<file path="src/acd_pkg.sv">
// Package for the converter result and reference DAC control block
package acd_pkg;
   localparam int ACD_AW = 3;
   localparam logic [2:0] ADDR_CTRL0 = 3'h0;
   localparam logic [2:0] ADDR_CTRL1 = 3'h1;
   localparam logic [2:0] ADDR_CTRL2 = 3'h2;
   localparam logic [2:0] ADDR_RES_HI = 3'h3;
   localparam logic [2:0] ADDR_RES_LO = 3'h4;
   localparam logic [2:0] ADDR_DAC0 = 3'h5;
   localparam logic [2:0] ADDR_DAC1 = 3'h6;
   localparam logic [2:0] ADDR_PORT = 3'h7;
   localparam int CTRL0_GO_BIT = 1;
   localparam int CTRL0_ON_BIT = 0;
   localparam int CTRL1_JUSTIFY_BIT = 7;
   localparam int DAC0_EN_BIT = 7;
   localparam int DAC0_OE_BIT = 5;
   localparam logic [7:0] CTRL0_MASK = 8'h7f;
   localparam logic [7:0] CTRL1_MASK = 8'hf3;
   localparam logic [7:0] CTRL2_MASK = 8'hf8;
   localparam logic [7:0] DAC0_MASK = 8'hac;
   localparam logic [7:0] RESET_BYTE = 8'h00;
   localparam int CONV_CYCLES = 12;
   typedef struct packed {
      logic [ACD_AW-1:0] addr;
      logic [7:0] wdata;
      logic wr;
      logic rd;
   } acd_bus_s;
endpackage

</file>
<file path="src/acd_result_fmt.sv">
// Result formatter: turns a 10-bit conversion value into two result bytes
`timescale 1ns/1ns
module acd_result_fmt
   import acd_pkg::*;
(
   input wire logic [9:0] value_in,
   input wire logic right_in,
   output logic [7:0] high_out,
   output logic [7:0] low_out
);
   assign high_out = right_in ? {6'h00, value_in[9:8]} : value_in[9:2];
   assign low_out = right_in ? value_in[7:0] : {value_in[1:0], 6'h00};
endmodule

</file>
<file path="src/acd_top.sv">
// Converter result formatting and reference DAC control
`timescale 1ns/1ns
module acd_top
   import acd_pkg::*;
#(
   parameter int CONV_LEN = CONV_CYCLES
)(
   input wire logic clk_in,
   input wire logic rst_n_in,
   input wire logic ce_in,
   input wire acd_bus_s bus_in,
   input wire logic [9:0] sample_in,
   input wire logic dac_pin_in,
   output logic [7:0] rdata_out,
   output logic conv_busy_out,
   output logic dac_on_out,
   output logic [7:0] dac_level_out,
   output logic dac_pin_route_out,
   output logic dig_drv_off_out,
   output logic [4:0] channel_out
);
   logic [7:0] ctrl0;
   logic [7:0] ctrl1;
   logic [7:0] ctrl2;
   logic [7:0] res_hi;
   logic [7:0] res_lo;
   logic [7:0] dac0;
   logic [7:0] dac1;
   logic [7:0] conv_cnt;
   logic [2:0] pin_sync;
   logic pin_level;
   logic [7:0] next_rdata;
   wire wr_ctrl0 = bus_in.wr && bus_in.addr == ADDR_CTRL0;
   wire wr_ctrl1 = bus_in.wr && bus_in.addr == ADDR_CTRL1;
   wire wr_ctrl2 = bus_in.wr && bus_in.addr == ADDR_CTRL2;
   wire wr_hi = bus_in.wr && bus_in.addr == ADDR_RES_HI;
   wire wr_lo = bus_in.wr && bus_in.addr == ADDR_RES_LO;
   wire wr_dac0 = bus_in.wr && bus_in.addr == ADDR_DAC0;
   wire wr_dac1 = bus_in.wr && bus_in.addr == ADDR_DAC1;
   wire busy = ctrl0[CTRL0_GO_BIT];
   wire powered = ctrl0[CTRL0_ON_BIT];
   wire done = busy && conv_cnt == 8'(CONV_LEN - 1);
   wire pin_dac_mode = dac0[DAC0_OE_BIT];
   wire [7:0] fmt_hi;
   wire [7:0] fmt_lo;
   // Port bit reads zero in DAC output mode
   wire port_bit = pin_dac_mode ? 1'b0 : pin_level;
   // Holds the written value with bit 7 cleared, but start needs converter power
   wire [7:0] ctrl0_wval = {bus_in.wdata[7:2] , bus_in.wdata[1] & bus_in.wdata[0],
      bus_in.wdata[0]} & CTRL0_MASK;

   acd_result_fmt u_fmt (
      .value_in(sample_in),
      .right_in(ctrl1[CTRL1_JUSTIFY_BIT]),
      .high_out(fmt_hi),
      .low_out(fmt_lo)
   );

   always_comb begin
      next_rdata = RESET_BYTE;
      unique case (bus_in.addr)
         ADDR_CTRL0: next_rdata = ctrl0;
         ADDR_CTRL1: next_rdata = ctrl1;
         ADDR_CTRL2: next_rdata = ctrl2;
         ADDR_RES_HI: next_rdata = res_hi;
         ADDR_RES_LO: next_rdata = res_lo;
         ADDR_DAC0: next_rdata = dac0;
         ADDR_DAC1: next_rdata = dac1;
         ADDR_PORT: next_rdata = {7'h00, port_bit};
      endcase
   end

   // Pin input passes three flops; a change counts once stages two and three agree
   always_ff @(posedge clk_in or negedge rst_n_in) begin
      if (!rst_n_in) begin
         pin_sync <= 3'h0;
         pin_level <= 1'b0;
      end else if (ce_in) begin
         pin_sync <= {pin_sync[1:0], dac_pin_in};
         if (pin_sync[2] == pin_sync[1]) begin
            pin_level <= pin_sync[2];
         end
      end
   end

   // Software sets go; hardware clears on completion
   always_ff @(posedge clk_in or negedge rst_n_in) begin
      if (!rst_n_in) begin
         ctrl0 <= RESET_BYTE;
      end else if (ce_in) begin
         if (wr_ctrl0) begin
            ctrl0 <= ctrl0_wval;
         end else if (done || !powered) begin
            ctrl0[CTRL0_GO_BIT] <= 1'b0;
         end
      end
   end

   // The count only runs while a conversion is in flight
   always_ff @(posedge clk_in or negedge rst_n_in) begin
      if (!rst_n_in) begin
         conv_cnt <= 8'h00;
      end else if (ce_in) begin
         conv_cnt <= (busy && !done) ? conv_cnt + 8'h01 : 8'h00;
      end
   end

   always_ff @(posedge clk_in or negedge rst_n_in) begin
      if (!rst_n_in) begin
         ctrl1 <= RESET_BYTE;
         ctrl2 <= RESET_BYTE;
      end else if (ce_in) begin
         if (wr_ctrl1) begin
            ctrl1 <= bus_in.wdata & CTRL1_MASK;
         end
         if (wr_ctrl2) begin
            ctrl2 <= bus_in.wdata & CTRL2_MASK;
         end
      end
   end

   // Both bytes load in the completion cycle; completion beats a write
   always_ff @(posedge clk_in or negedge rst_n_in) begin
      if (!rst_n_in) begin
         res_hi <= RESET_BYTE;
         res_lo <= RESET_BYTE;
      end else if (ce_in) begin
         if (done) begin
            res_hi <= fmt_hi;
            res_lo <= fmt_lo;
         end else begin
            if (wr_hi) begin
               res_hi <= bus_in.wdata;
            end
            if (wr_lo) begin
               res_lo <= bus_in.wdata;
            end
         end
      end
   end

   // Reset clears DAC control; only bus writes change it otherwise
   always_ff @(posedge clk_in or negedge rst_n_in) begin
      if (!rst_n_in) begin
         dac0 <= RESET_BYTE;
         dac1 <= RESET_BYTE;
      end else if (ce_in) begin
         if (wr_dac0) begin
            dac0 <= bus_in.wdata & DAC0_MASK;
         end
         if (wr_dac1) begin
            dac1 <= bus_in.wdata;
         end
      end
   end

   // Outputs registered one cycle behind the control state
   always_ff @(posedge clk_in or negedge rst_n_in) begin
      if (!rst_n_in) begin
         rdata_out <= RESET_BYTE;
         conv_busy_out <= 1'b0;
         dac_on_out <= 1'b0;
         dac_level_out <= RESET_BYTE;
         dac_pin_route_out <= 1'b0;
         dig_drv_off_out <= 1'b0;
         channel_out <= 5'h00;
      end else if (ce_in) begin
         rdata_out <= bus_in.rd ? next_rdata : RESET_BYTE;
         conv_busy_out <= busy;
         // DAC runs only with enable bit
         dac_on_out <= dac0[DAC0_EN_BIT];
         dac_level_out <= dac1;
         dac_pin_route_out <= pin_dac_mode;
         dig_drv_off_out <= pin_dac_mode;
         channel_out <= ctrl0[6:2];
      end
   end

   chk_go_clears: assert property (@(posedge clk_in) disable iff (!rst_n_in)
      (ce_in && done && !wr_ctrl0) |=> !busy)
      else $error("go flag not cleared at completion");
   chk_result_load: assert property (@(posedge clk_in) disable iff (!rst_n_in)
      (ce_in && done) |=> (res_hi == $past(fmt_hi) && res_lo == $past(fmt_lo)))
      else $error("result bytes not loaded together");
   chk_right_hi: assert property (@(posedge clk_in) disable iff (!rst_n_in)
      (ce_in && done && ctrl1[CTRL1_JUSTIFY_BIT]) |=> res_hi[7:2] == 6'h00)
      else $error("upper bits not zero");
   chk_right_val: assert property (@(posedge clk_in) disable iff (!rst_n_in)
      (ce_in && done && ctrl1[CTRL1_JUSTIFY_BIT]) |=>
      {res_hi[1:0], res_lo} == $past(sample_in))
      else $error("right justified value wrong");
   chk_left_val: assert property (@(posedge clk_in) disable iff (!rst_n_in)
      (ce_in && done && !ctrl1[CTRL1_JUSTIFY_BIT]) |=>
      ({res_hi, res_lo[7:6]} == $past(sample_in) && res_lo[5:0] == 6'h00))
      else $error("left justified value wrong");
   chk_dac_enable: assert property (@(posedge clk_in) disable iff (!rst_n_in)
      ce_in |=> dac_on_out == $past(dac0[DAC0_EN_BIT]))
      else $error("dac enable mismatch");
   // The output stage only moves if the enable was high on the edge after the write
   chk_dac_level: assert property (@(posedge clk_in) disable iff (!rst_n_in)
      (ce_in && wr_dac1) ##1 ce_in |=> dac_level_out == $past(bus_in.wdata, 2))
      else $error("dac level mismatch");
   chk_pin_route: assert property (@(posedge clk_in) disable iff (!rst_n_in)
      ce_in |=> dac_pin_route_out == $past(dac0[DAC0_OE_BIT]))
      else $error("pin route does not follow output enable");
   chk_drv_off: assert property (@(posedge clk_in) disable iff (!rst_n_in)
      ce_in |=> dig_drv_off_out == $past(dac0[DAC0_OE_BIT]))
      else $error("digital driver not disabled with dac pin");
   chk_level_hold: assert property (@(posedge clk_in) disable iff (!rst_n_in)
      !(ce_in && wr_dac1) |=> $stable(dac1))
      else $error("dac level code changed without write");
   chk_port_pin: assert property (@(posedge clk_in) disable iff (!rst_n_in)
      (ce_in && bus_in.rd && bus_in.addr == ADDR_PORT && !pin_dac_mode) |=>
      rdata_out == {7'h00, $past(pin_level)})
      else $error("port bit does not show pin level");
   chk_go_power: assert property (@(posedge clk_in) disable iff (!rst_n_in)
      (ce_in && !wr_ctrl0 && !powered) |=> !busy)
      else $error("go flag set with converter off");
   // Software must never see one byte of a new result beside one of the old
   chk_result_hold: assert property (@(posedge clk_in) disable iff (!rst_n_in)
      !(ce_in && (done || wr_hi || wr_lo)) |=> $stable({res_hi, res_lo}))
      else $error("result bytes changed without load or write");
   chk_rdata_idle: assert property (@(posedge clk_in) disable iff (!rst_n_in)
      (ce_in && !bus_in.rd) |=> rdata_out == 8'h00)
      else $error("read data not idle after a non-read cycle");
   // Checked a cycle in, once the asynchronous clear has settled
   chk_reset_clear: assert property (@(posedge clk_in)
      (!rst_n_in ##1 !rst_n_in) |-> (dac0 == RESET_BYTE && dac1 == RESET_BYTE
      && !dac_on_out && !dac_pin_route_out && dac_level_out == RESET_BYTE))
      else $error("dac state not cleared by reset");
   chk_port_zero: assert property (@(posedge clk_in) disable iff (!rst_n_in)
      (ce_in && bus_in.rd && bus_in.addr == ADDR_PORT && pin_dac_mode) |=> rdata_out == 8'h00)
      else $error("port bit not zero in dac mode");
   chk_dac_hold: assert property (@(posedge clk_in) disable iff (!rst_n_in)
      !(ce_in && wr_dac0) |=> $stable(dac0))
      else $error("dac control changed without write");
   cov_conv_done: cover property (@(posedge clk_in) disable iff (!rst_n_in) ce_in && done);
   cov_dac_pin: cover property (@(posedge clk_in) disable iff (!rst_n_in) dac_pin_route_out);
   cov_port_read: cover property (@(posedge clk_in) disable iff (!rst_n_in)
      bus_in.rd && bus_in.addr == ADDR_PORT);
   cov_left_done: cover property (@(posedge clk_in) disable iff (!rst_n_in)
      ce_in && done && !ctrl1[CTRL1_JUSTIFY_BIT]);
   cov_frozen_wr: cover property (@(posedge clk_in) disable iff (!rst_n_in)
      !ce_in && bus_in.wr);
endmodule

</file>
<file path="config.mk">
export PLATFORM = sky130hd
export DESIGN_NAME = acd_top
export DESIGN_NICKNAME = d
export VERILOG_FILES = /design/src/acd_pkg.sv /design/src/acd_result_fmt.sv /design/src/acd_top.sv
export SDC_FILE = /design/constraint.sdc
export NUM_CORES = 1
export LEC_CHECK = 0
export ABC_AREA = 1
export ABC_CLOCK_PERIOD_IN_PS = 2300
export BUFFER_PORTS_ARGS = -buffer_cell sky130_fd_sc_hd__buf_2
export CORE_MARGIN = 5
export CORE_UTILIZATION = 55
export CTS_CLUSTER_DIAMETER = 150
export DETAILED_ROUTE_END_ITERATION = 7
export PLACE_DENSITY = 0.87
export SKIP_CTS_REPAIR_TIMING = 1
export SYNTH_ARGS = -nofsm -noshare
export SYNTH_HDL_FRONTEND = slang
export SYNTH_SLANG_ARGS = --single-unit
</file>
<file path="constraint.sdc">
create_clock -name clk_in -period 2.3 [get_ports clk_in]
set_clock_uncertainty 0.05 [all_clocks]
set_input_delay 0.46 -clock clk_in [delete_from_list [all_inputs] [get_ports clk_in]]
set_output_delay 0.46 -clock clk_in [all_outputs]
set_load 0.05 [all_outputs]
</file>
---- Word level (Yosys, flattened, before mapping) ----
Cells that the tools add are included.
storage, ports and cells
  bits in registers ....................... 82
  input bits .............................. 27
  output and inout port bits .............. 25
  logic and storage cells ................. 65
operators by class
  add/sub/neg operators ................... 1
  equal/unequal tests ..................... 9
  muxes and demuxes ....................... 12
  bitwise operators ....................... 1
  reductions and logical operators ........ 25
operators with widths
  kind                 count
  $mux 8               8
  $pmux 8 s8           1
  $reduce_and 2->1     9
  $eq 3x3->1 const B   4
  $logic_and 1x1->1    9
  $add 8x1->8 const B  1
  $eq 8x4->1 const B   1
  $eq 3x2->1 const B   2
  $reduce_bool 2->1    3
  $eq 3x1->1 const B   1
  $logic_not 3->1      1
  $mux 1               3
  $logic_not 1->1      2
  $and 1x1->1          1
  $eq 1x1->1           1
  $logic_or 1x1->1     1

---- Longest topological paths before layout ----
Gate-level depths: netlist (run 1).
  depth after elaboration ................. 5
  gate-level depth with buffers ........... 9
  gate-level depth less buffers ........... 8

---- By module ----
A second synthesis (run 1) with hierarchy kept.
second synthesis, totals
  cell total of the unflattened synthesis .. 556
  area total of the unflattened synthesis .. 4,230.3 um2
modules (own cells, without submodules)
  module          instances  cells an instance  area each (um2)  sequential area each (um2)
  acd_top         1          517                4,065.1          2,052.0
  acd_result_fmt  1          39                 165.2            0.0

---- Worst setup path after synthesis (run 1) ----
Ideal clock, no wire load.
  path type ............................... input port to flip-flop
  start ................................... input bus_in[10] (netlist bit)
  end ..................................... register ctrl0[5]
  setup time .............................. 122 ps
  arrival ................................. 1,290 ps
  required time ........................... 2,128 ps
  slack ................................... 838 ps
  stages on the path ...................... 8
  buffers on the path ..................... 2
  cells stage by stage .................... buf_2 nor2_1 nand2_1 nor2_1 inv_2 buf_2 nand2_1 o21ai_1
on the way
  longest elaborated chain between the ends .. 3
RTL lines
  item                        RTL line       RTL
  from (decl)                 acd_top.sv:11  input wire acd_bus_s bus_in,
  $logic_not 3->1             acd_top.sv:33  wire wr_ctrl0 = bus_in.wr && bus_in.addr == ADDR_CTRL0;
  $logic_and 1x1->1           acd_top.sv:33
  $reduce_and 2->1 (no line)  --
  to (signal assigned)        acd_top.sv:92  ctrl0 <= ctrl0_wval;
  to (decl)                   acd_top.sv:22  logic [7:0] ctrl0;
Every way passes these cells.
A chain may end at the register's enable or synchronous reset.

---- Worst setup path after layout (run 1) ----
  start ................................... register conv_cnt[0]
  end ..................................... register res_lo[1]
on the way
  longest elaborated chain between the ends .. 4
  elaborated cells on any way between the ends .. 5
  those cells by class .................... 1 x eq/ne; 1 x mux; 3 x reduce/logical
RTL lines
  item                         RTL line        RTL
  from (decl)                  acd_top.sv:29   logic [7:0] conv_cnt;
  from (signal assigned)       acd_top.sv:104  conv_cnt <= (busy && !done) ? conv_cnt + 8'h01 : 8'h00;
  $eq 8x4->1 (*)               acd_top.sv:42   wire done = busy && conv_cnt == 8'(CONV_LEN - 1);
  $logic_and 1x1->1 (*)        acd_top.sv:42
  $reduce_bool 2->1 (no line)  --
  $reduce_and 2->1 (no line)   --
  to (signal assigned)         acd_top.sv:130  res_lo <= fmt_lo;
  to (signal assigned)         acd_top.sv:136  res_lo <= bus_in.wdata;
  to (decl)                    acd_top.sv:26   logic [7:0] res_lo;
Every way passes the cells marked *; elsewhere a longest branch is shown, timed or not.

==> results.cfg, run 1 <==
[worst_setup_path]
path_class = reg -> reg
required_ns = 2.54
crit_path_max_fanout = 19
endpoint_kind = register
crit_path_start_kind = register
worstPathArrival_ns = 2.01

[status]
status = complete, no violations

[detailed_routing]
drtAntennaViolNets = 0
vias_per_cell = 5.30
drt-pass1-iter-count = 5
drtIter0Drc = 290
wl_um = 9410
drc = 0
routedWlPerCell_um = 13.5
vias = 3702

[flow_run]
cap_violations = 0

[cts]
cts.sinks = 82
tritoncts = built
clkTransAtPathRegs_ns = 0.08
clockBufferDepth = 2
clk_latency_ns = 0.35
cts_root_buffer = clkbuf_8
htree_levels = 3
cts_made_buffers = 9

[power_and_ir_drop]
p_int_uw = 2300
swShare_pct = 35.5
p_per_area_nw_per_um2 = 774
clkPwrFrac_pct = 25.4
seqPwrFrac_pct = 51.6
comb_power_share_pct = 22.9
leakagePower_uw = 0.00250
switching_power_uw = 1270
ir_drop_uv = 295

[synthesis]
synth_cell_types = 25
syn-mean-instance-area_um2 = 7.52
synth-seq-cells = 82
postSynthCellCount = 551
ys_warn_count = 0
synth_area_um2 = 4140
syn_nets = 579
ys_seq_area_share_pct = 49.5

[timing]
tightestPinTransition_ns = 0.678
slew_headroom_pct = 54.8
fmax_mhz = 566
rsz0062_at_grt = false
setup_viol = 0
finalSetupTns_ns = 0
fin_crit_ns = 1.77
finalCritPeriodShare_pct = 76.9
slew_violations = 0
hold_viol = 0

[floorplan]
fp.dieH_um = 96.8
fp.coreArea_um2 = 7290
die_w_um = 96.8
fp-row-count = 31
ios = 52
initial_core_util_pct = 56.8
dieArea_um2 = 9370

[final_layout]
final_common_cell = nand2_1
multi_input_area_um2 = 1740
drive_above_1_share_pct = 15.2
syn_to_final_growth_pct = 11.1
layout_common_cells = nand2_1 (187), dfrtp_1 (82), nand3_1 (55)
regArea_um2 = 2050
diodes = 0
fillers = 693
final_util_pct = 63.1
nNetsFinal = 623

[placed_design]
port_buffers = 51
finalWeightedCongestion = 0.949
dpl.hpwl_um = 7080

[global_route]
globalRoute.totalOverflow = 0
grt_max_degree = 57
grt_use_total_pct = 21.4
grt_pass1_wl_um = 16500
grt_pass1_vias = 3497
antenna_found_initial = 0

[worst_hold_path]
hold_class = in -> async
## power by group through the flow
| stage | Combinational, uW | Sequential [uW] | Clock [uW] |
|---|---|---|---|
| 2_1_floorplan | 384 | 2040 | 0 |
| 3_3_place_gp | 796 | 1850 | 0 |
| 3_5_place_dp | 819 | 1860 | 0 |
| 4_1_cts | 823 | 1840 | 938 |
| 5_1_grt | 915 | 1870 | 997 |
| 6_report | 818 | 1840 | 905 |
## per-layer routing
layer / GRT usage, % / part of all wire (%) / vias to the layer above
li1: - / - / 1833
met1: 28.8 / 44 / 1704
met2: 33.7 / 47 / 145
met3: 5.32 / 7.2 / 20
met4: 7.67 / 1.8 / 0
met5: 0 / 0 / -
## stage by stage
step                hold slack [ns]  instance area [um^2]  power [uW]  std cells  setup slack [ns]
CTS                          0.0996                  4600        3600        699             0.544
global placement              0.401                  4440        2650        683             0.437
detailed placement            0.405                  4440        2680        683             0.399
global route                  0.149                  4600        3780        699             0.370
floorplan                     0.114                  4140        2430        551             0.838
finish                       0.0794                  4600        3560        699             0.532
## cell type report
class	instances	share of cell area (%)
Sequential cell	82	44.6
Multi-Input combinational cell	386	37.7
Timing Repair Buffer	57	6.58
Inverter	59	4.81
Clock buffer	9	2.69
Tap cell	99	2.69
Clock inverter	7	0.978
## critical path, stage by stage (launching register included)
cell	delay [ns]
dfrtp_1	0.38
ha_1	0.21
nand3_2	0.14
nor2_8	0.30
nand3_4	0.25
nand2_2	0.21
nand2_1	0.09
nand2_1	0.06
## worst paths after layout
kind / start / end / slack, ns / depth (start not counted)
max reg2reg: conv_cnt[0]$_DFFE_PN0P_ / res_lo[1]$_DFFE_PN0P_ / 0.53 / 7
max: conv_cnt[0]$_DFFE_PN0P_ / res_lo[1]$_DFFE_PN0P_ / 0.53 / 7
min: rst_n_in / conv_cnt[4]$_DFFE_PN0P_ / 0.08 / 1
max in group asynchronous: rst_n_in / dac_level_out[6]$_DFFE_PN0P_ / 1.44 / 2
min reg2reg: channel_out[1]$_DFFE_PN0P_ / channel_out[1]$_DFFE_PN0P_ / 0.42 / 2
min in group clk_in: dac_pin_in / pin_sync[0]$_DFFE_PN0P_ / 0.28 / 3
## cell families (layout without fill, tap and decap cells)
family                   Yosys count  in the layout  share of synthesized area [%]
XOR/XNOR                           2              2                          0.423
flip-flops                        82             82                           49.5
AO/OA/AOI/OAI                     64             64                           7.73
buffers and inverters             83            132                           8.58
adder cells (fa/ha/maj)            1              1                          0.302
AND/OR/NAND/NOR                  319            319                           33.4
## cell usage after synthesis
cell	count	share of area [%]
ha_1	1	0.30
nand3_4	1	0.42
o21ai_1	7	0.85
o21ai_0	50	6.0
dfrtp_1	82	50
buf_1	1	0.091
nor2_1	45	4.1
xor2_1	2	0.42
nor3_1	3	0.36
nand3_2	3	0.72
nor2_8	1	0.48
a21oi_1	7	0.85
inv_2	5	0.45
nand2_2	6	0.91
nor2_2	1	0.15
buf_4	6	1.1
inv_1	53	4.8
clkbuf_1	5	0.45
nand4_1	16	2.4
nand4_2	1	0.30
nand2_1	187	17
nand3_1	55	6.6
buf_2	11	1.3
buf_6	1	0.27
clkinv_1	1	0.091
## state kept, by name (all words and copies together), names as in the netlist
signal and count:
conv_busy_out 1, rdata_out 8, dig_drv_off_out 1, conv_cnt 8, channel_out 5, res_lo 8, dac_on_out 1, dac1 8
ctrl2 5, res_hi 8, ctrl1 6, dac_level_out 8, pin_level 1, pin_sync 3, dac0 4, ctrl0 7
No activity file was read; power rests on OpenSTA's default activity.
==> run 2: changes to the inputs <==
--- a/config.mk
+++ b/config.mk
@@ -5,11 +5,11 @@
 export SDC_FILE = /design/constraint.sdc
 export NUM_CORES = 1
 export LEC_CHECK = 0
-export ABC_AREA = 1
-export ABC_CLOCK_PERIOD_IN_PS = 2300
+export ABC_AREA = 0
+export ABC_CLOCK_PERIOD_IN_PS = 1500
 export BUFFER_PORTS_ARGS = -buffer_cell sky130_fd_sc_hd__buf_2
 export CORE_MARGIN = 5
-export CORE_UTILIZATION = 55
+export CORE_UTILIZATION = 52
 export CTS_CLUSTER_DIAMETER = 150
 export DETAILED_ROUTE_END_ITERATION = 7
 export PLACE_DENSITY = 0.87
==> constraint.sdc (replaced) <==
create_clock -name clk_in -period 1.5 [get_ports clk_in]
set_clock_uncertainty 0.05 [all_clocks]
set_input_delay 0.3 -clock clk_in [delete_from_list [all_inputs] [get_ports clk_in]]
set_output_delay 0.3 -clock clk_in [all_outputs]
set_load 0.05 [all_outputs]
==> results.cfg, run 2 <==
[placed_design]
port_buffers = 51
finalWeightedCongestion = 0.931
dpl.hpwl_um = 7530
dp_slack_ns = -0.542

[cts]
tritoncts = built
cts_root_buffer = clkbuf_8
clkTransAtPathRegs_ns = 0.08
cts_made_buffers = 9
clk_latency_ns = 0.35
clockBufferDepth = 2
htree_levels = 3
cts.sinks = 82

[status]
status = finished with violations
violations = setup timing

[power_and_ir_drop]
ir_drop_uv = 934
seqPwrFrac_pct = 46.1
clkPwrFrac_pct = 26.9
p_total_uw = 6390
p_int_uw = 4280
switching_power_uw = 2100
comb_power_share_pct = 27.0
leakagePower_uw = 0.00232
p_per_area_nw_per_um2 = 1270
swShare_pct = 32.9

[timing]
slew_violations = 0
setup_slack_ns = -0.454
hold_viol = 0
setup_viol = 25
fin_crit_ns = 1.95
rsz0062_at_grt = true
finalSetupTns_ns = -7.46
slew_headroom_pct = 70.5
fmax_mhz = 512
tightestPinTransition_ns = 0.437
finalCritPeriodShare_pct = 130

[detailed_routing]
vias_per_cell = 5.93
wl_um = 10600
drt-pass1-iter-count = 4
drtIter0Drc = 184
drtAntennaViolNets = 0
vias = 3142
drc = 0
routedWlPerCell_um = 20.1

[synthesis]
syn_nets = 363
postSynthCellCount = 335
ys_warn_count = 0
ys_async_sr_fraction_pct = 100
ys_top_cells_by_count = dfrtp_1 (82), mux2_2 (61), o21ai_0 (25), nand2_1 (20), clkbuf_1 (12)
synth_top_area_share_pct = 52.3
synth_xor_area_share_pct = 0.446
synth_top_family_by_area = multiplexers
synth_fa_ha_area_share_pct = 0.319
yosysMostFrequentCell = dfrtp_1
syn-mean-instance-area_um2 = 11.7
synth_simple_gate_area_share_pct = 10.0
synth-seq-cells = 82
synth_cell_types = 53
netlist_top_cells_area = dfrtp_1 (52%), mux2_2 (17%), o21ai_0 (3.2%)
yosys.area.top_type = dfrtp_1
ys_seq_area_share_pct = 52.3
dominantRegCellSynth = dfrtp_1
synth_mux_area_share_pct = 20.3
synth-compound-area-share_pct = 13.2
synth-edff-count = 0
synth_area_um2 = 3930

[global_route]
grt_pass1_wl_um = 17000
antenna_found_initial = 0
grt_max_degree = 30
globalRoute.totalOverflow = 0
grt_pass1_vias = 3292
grt_use_total_pct = 22.6

[floorplan]
fp.coreArea_um2 = 7290
die_w_um = 96.9
initial_core_util_pct = 53.8
fp-row-count = 31
ios = 52
dieArea_um2 = 9390
fp.dieH_um = 96.9

[final_layout]
final_util_pct = 69.0
syn_to_final_growth_pct = 28.2
layout_common_cells = dfrtp_1 (82), mux2_2 (54), buf_2 (50)
drive_above_1_share_pct = 47.1
nNetsFinal = 454
fillers = 528
final_common_cell = dfrtp_1
diodes = 0

[worst_hold_path]
min_to = pin_sync[0]$_DFFE_PN0P_
hp-start = dac_pin_in
hold_class = in -> reg
min_path_cells = 2

[worst_setup_path]
worstPathArrival_ns = 2.14
path_class = reg -> reg
required_ns = 1.69
cpMaxStageDelayCell = or4b_4
rr_endpoint = res_hi[4]$_DFFE_PN0P_
crit_path_start_kind = register
slowest_delay_ns = 0.58
endpoint_kind = register
critical_path.cell_chain = or4b_4 -> or2_4 -> a22o_1 -> mux2_4
worstReg2RegStart = conv_cnt[7]$_DFFE_PN0P_
cp_num_buf_inv = 0
crit_path_max_fanout = 5
ff2ff_setup_slack_ns = -0.45
r2r_cells = 4
critical-path-top-delay-family = simple AND/OR/NAND/NOR gates

[flow_run]
cap_violations = 0
==> run 2: cell count changes in the layout (fill, tap and decap cells not counted), sizes merged, moves of 8 or more <==
| cell | previous run | this run |
|---|---|---|
| nand2 | 193 | 20 |
| nand4 | 17 | 3 |
| o21ai | 57 | 27 |
| mux2i | 0 | 11 |
| inv | 59 | 9 |
| buf | 57 | 99 |
| nor2b | 0 | 8 |
| nor2 | 47 | 11 |
| a22o | 0 | 10 |
| mux2 | 0 | 61 |
| nand3 | 59 | 6 |
==> run 2: how the worst max path moves through the flow <==
stage	from	to	slack, ns	depth (start not counted)
finish	conv_cnt[7]$_DFFE_PN0P_	res_hi[4]$_DFFE_PN0P_	-0.45	4
global route	conv_cnt[0]$_DFFE_PN0P_	res_hi[2]$_DFFE_PN0P_	-0.49	5
CTS	conv_cnt[7]$_DFFE_PN0P_	res_lo[3]$_DFFE_PN0P_	-0.59	4
detailed placement	conv_cnt[7]$_DFFE_PN0P_	res_lo[5]$_DFFE_PN0P_	-0.54	4
global placement	conv_cnt[7]$_DFFE_PN0P_	res_lo[3]$_DFFE_PN0P_	-0.47	4
floorplan	conv_cnt[5]$_DFFE_PN0P_	res_hi[4]$_DFFE_PN0P_	-0.63	7
==> run 2: final cells by class <==
| class | instances | area [um^2] | share of cell area [%] |
|---|---|---|---|
| timing repair buffer | 100 | 707 | 14.0 |
| inverter | 9 | 33.8 | 0.671 |
| clock inverter | 5 | 78.8 | 1.57 |
| tap | 99 | 124 | 2.46 |
| clock buffer | 11 | 131 | 2.61 |
| sequential | 82 | 2050 | 40.8 |
| multi-input combinational | 224 | 1910 | 37.9 |
==> run 2: power groups by stage <==
stage / Clock, uW / Combinational [uW] / Sequential, uW
finish: 1720 / 1730 / 2940
global route: 1830 / 1850 / 2990
CTS: 1740 / 1700 / 2940
detailed placement: 0 / 1680 / 2970
global placement: 0 / 1630 / 2950
floorplan: 0 / 750 / 3360
==> run 2: metrics by stage <==
stage,instances,hold WS (ns),instance area (um^2)
after CTS,528,-0.173,4910
after floorplan,335,-0.0456,4030
after detailed placement,512,0.207,4700
after global routing,530,0.129,5030
final,530,0.131,5030
after global placement,512,0.200,4700
==> run 2: metal layers <==
layer,vias to the layer above,wire (um),track usage [%]
met4,0,282,10.2
met2,113,5450,37.4
met1,1587,4320,28.2
met5,-,0,0
li1,1414,-,-
met3,28,577,5.25
==> run 2: cells by family (layout without fill, tap and decap cells) <==
family / count (synthesis) / after routing
buf+inv: 30 / 125
compound gates: 75 / 75
fa+ha+maj: 1 / 1
mux: 72 / 72
simple gates: 73 / 74
xor+xnor: 2 / 2
flops: 82 / 82
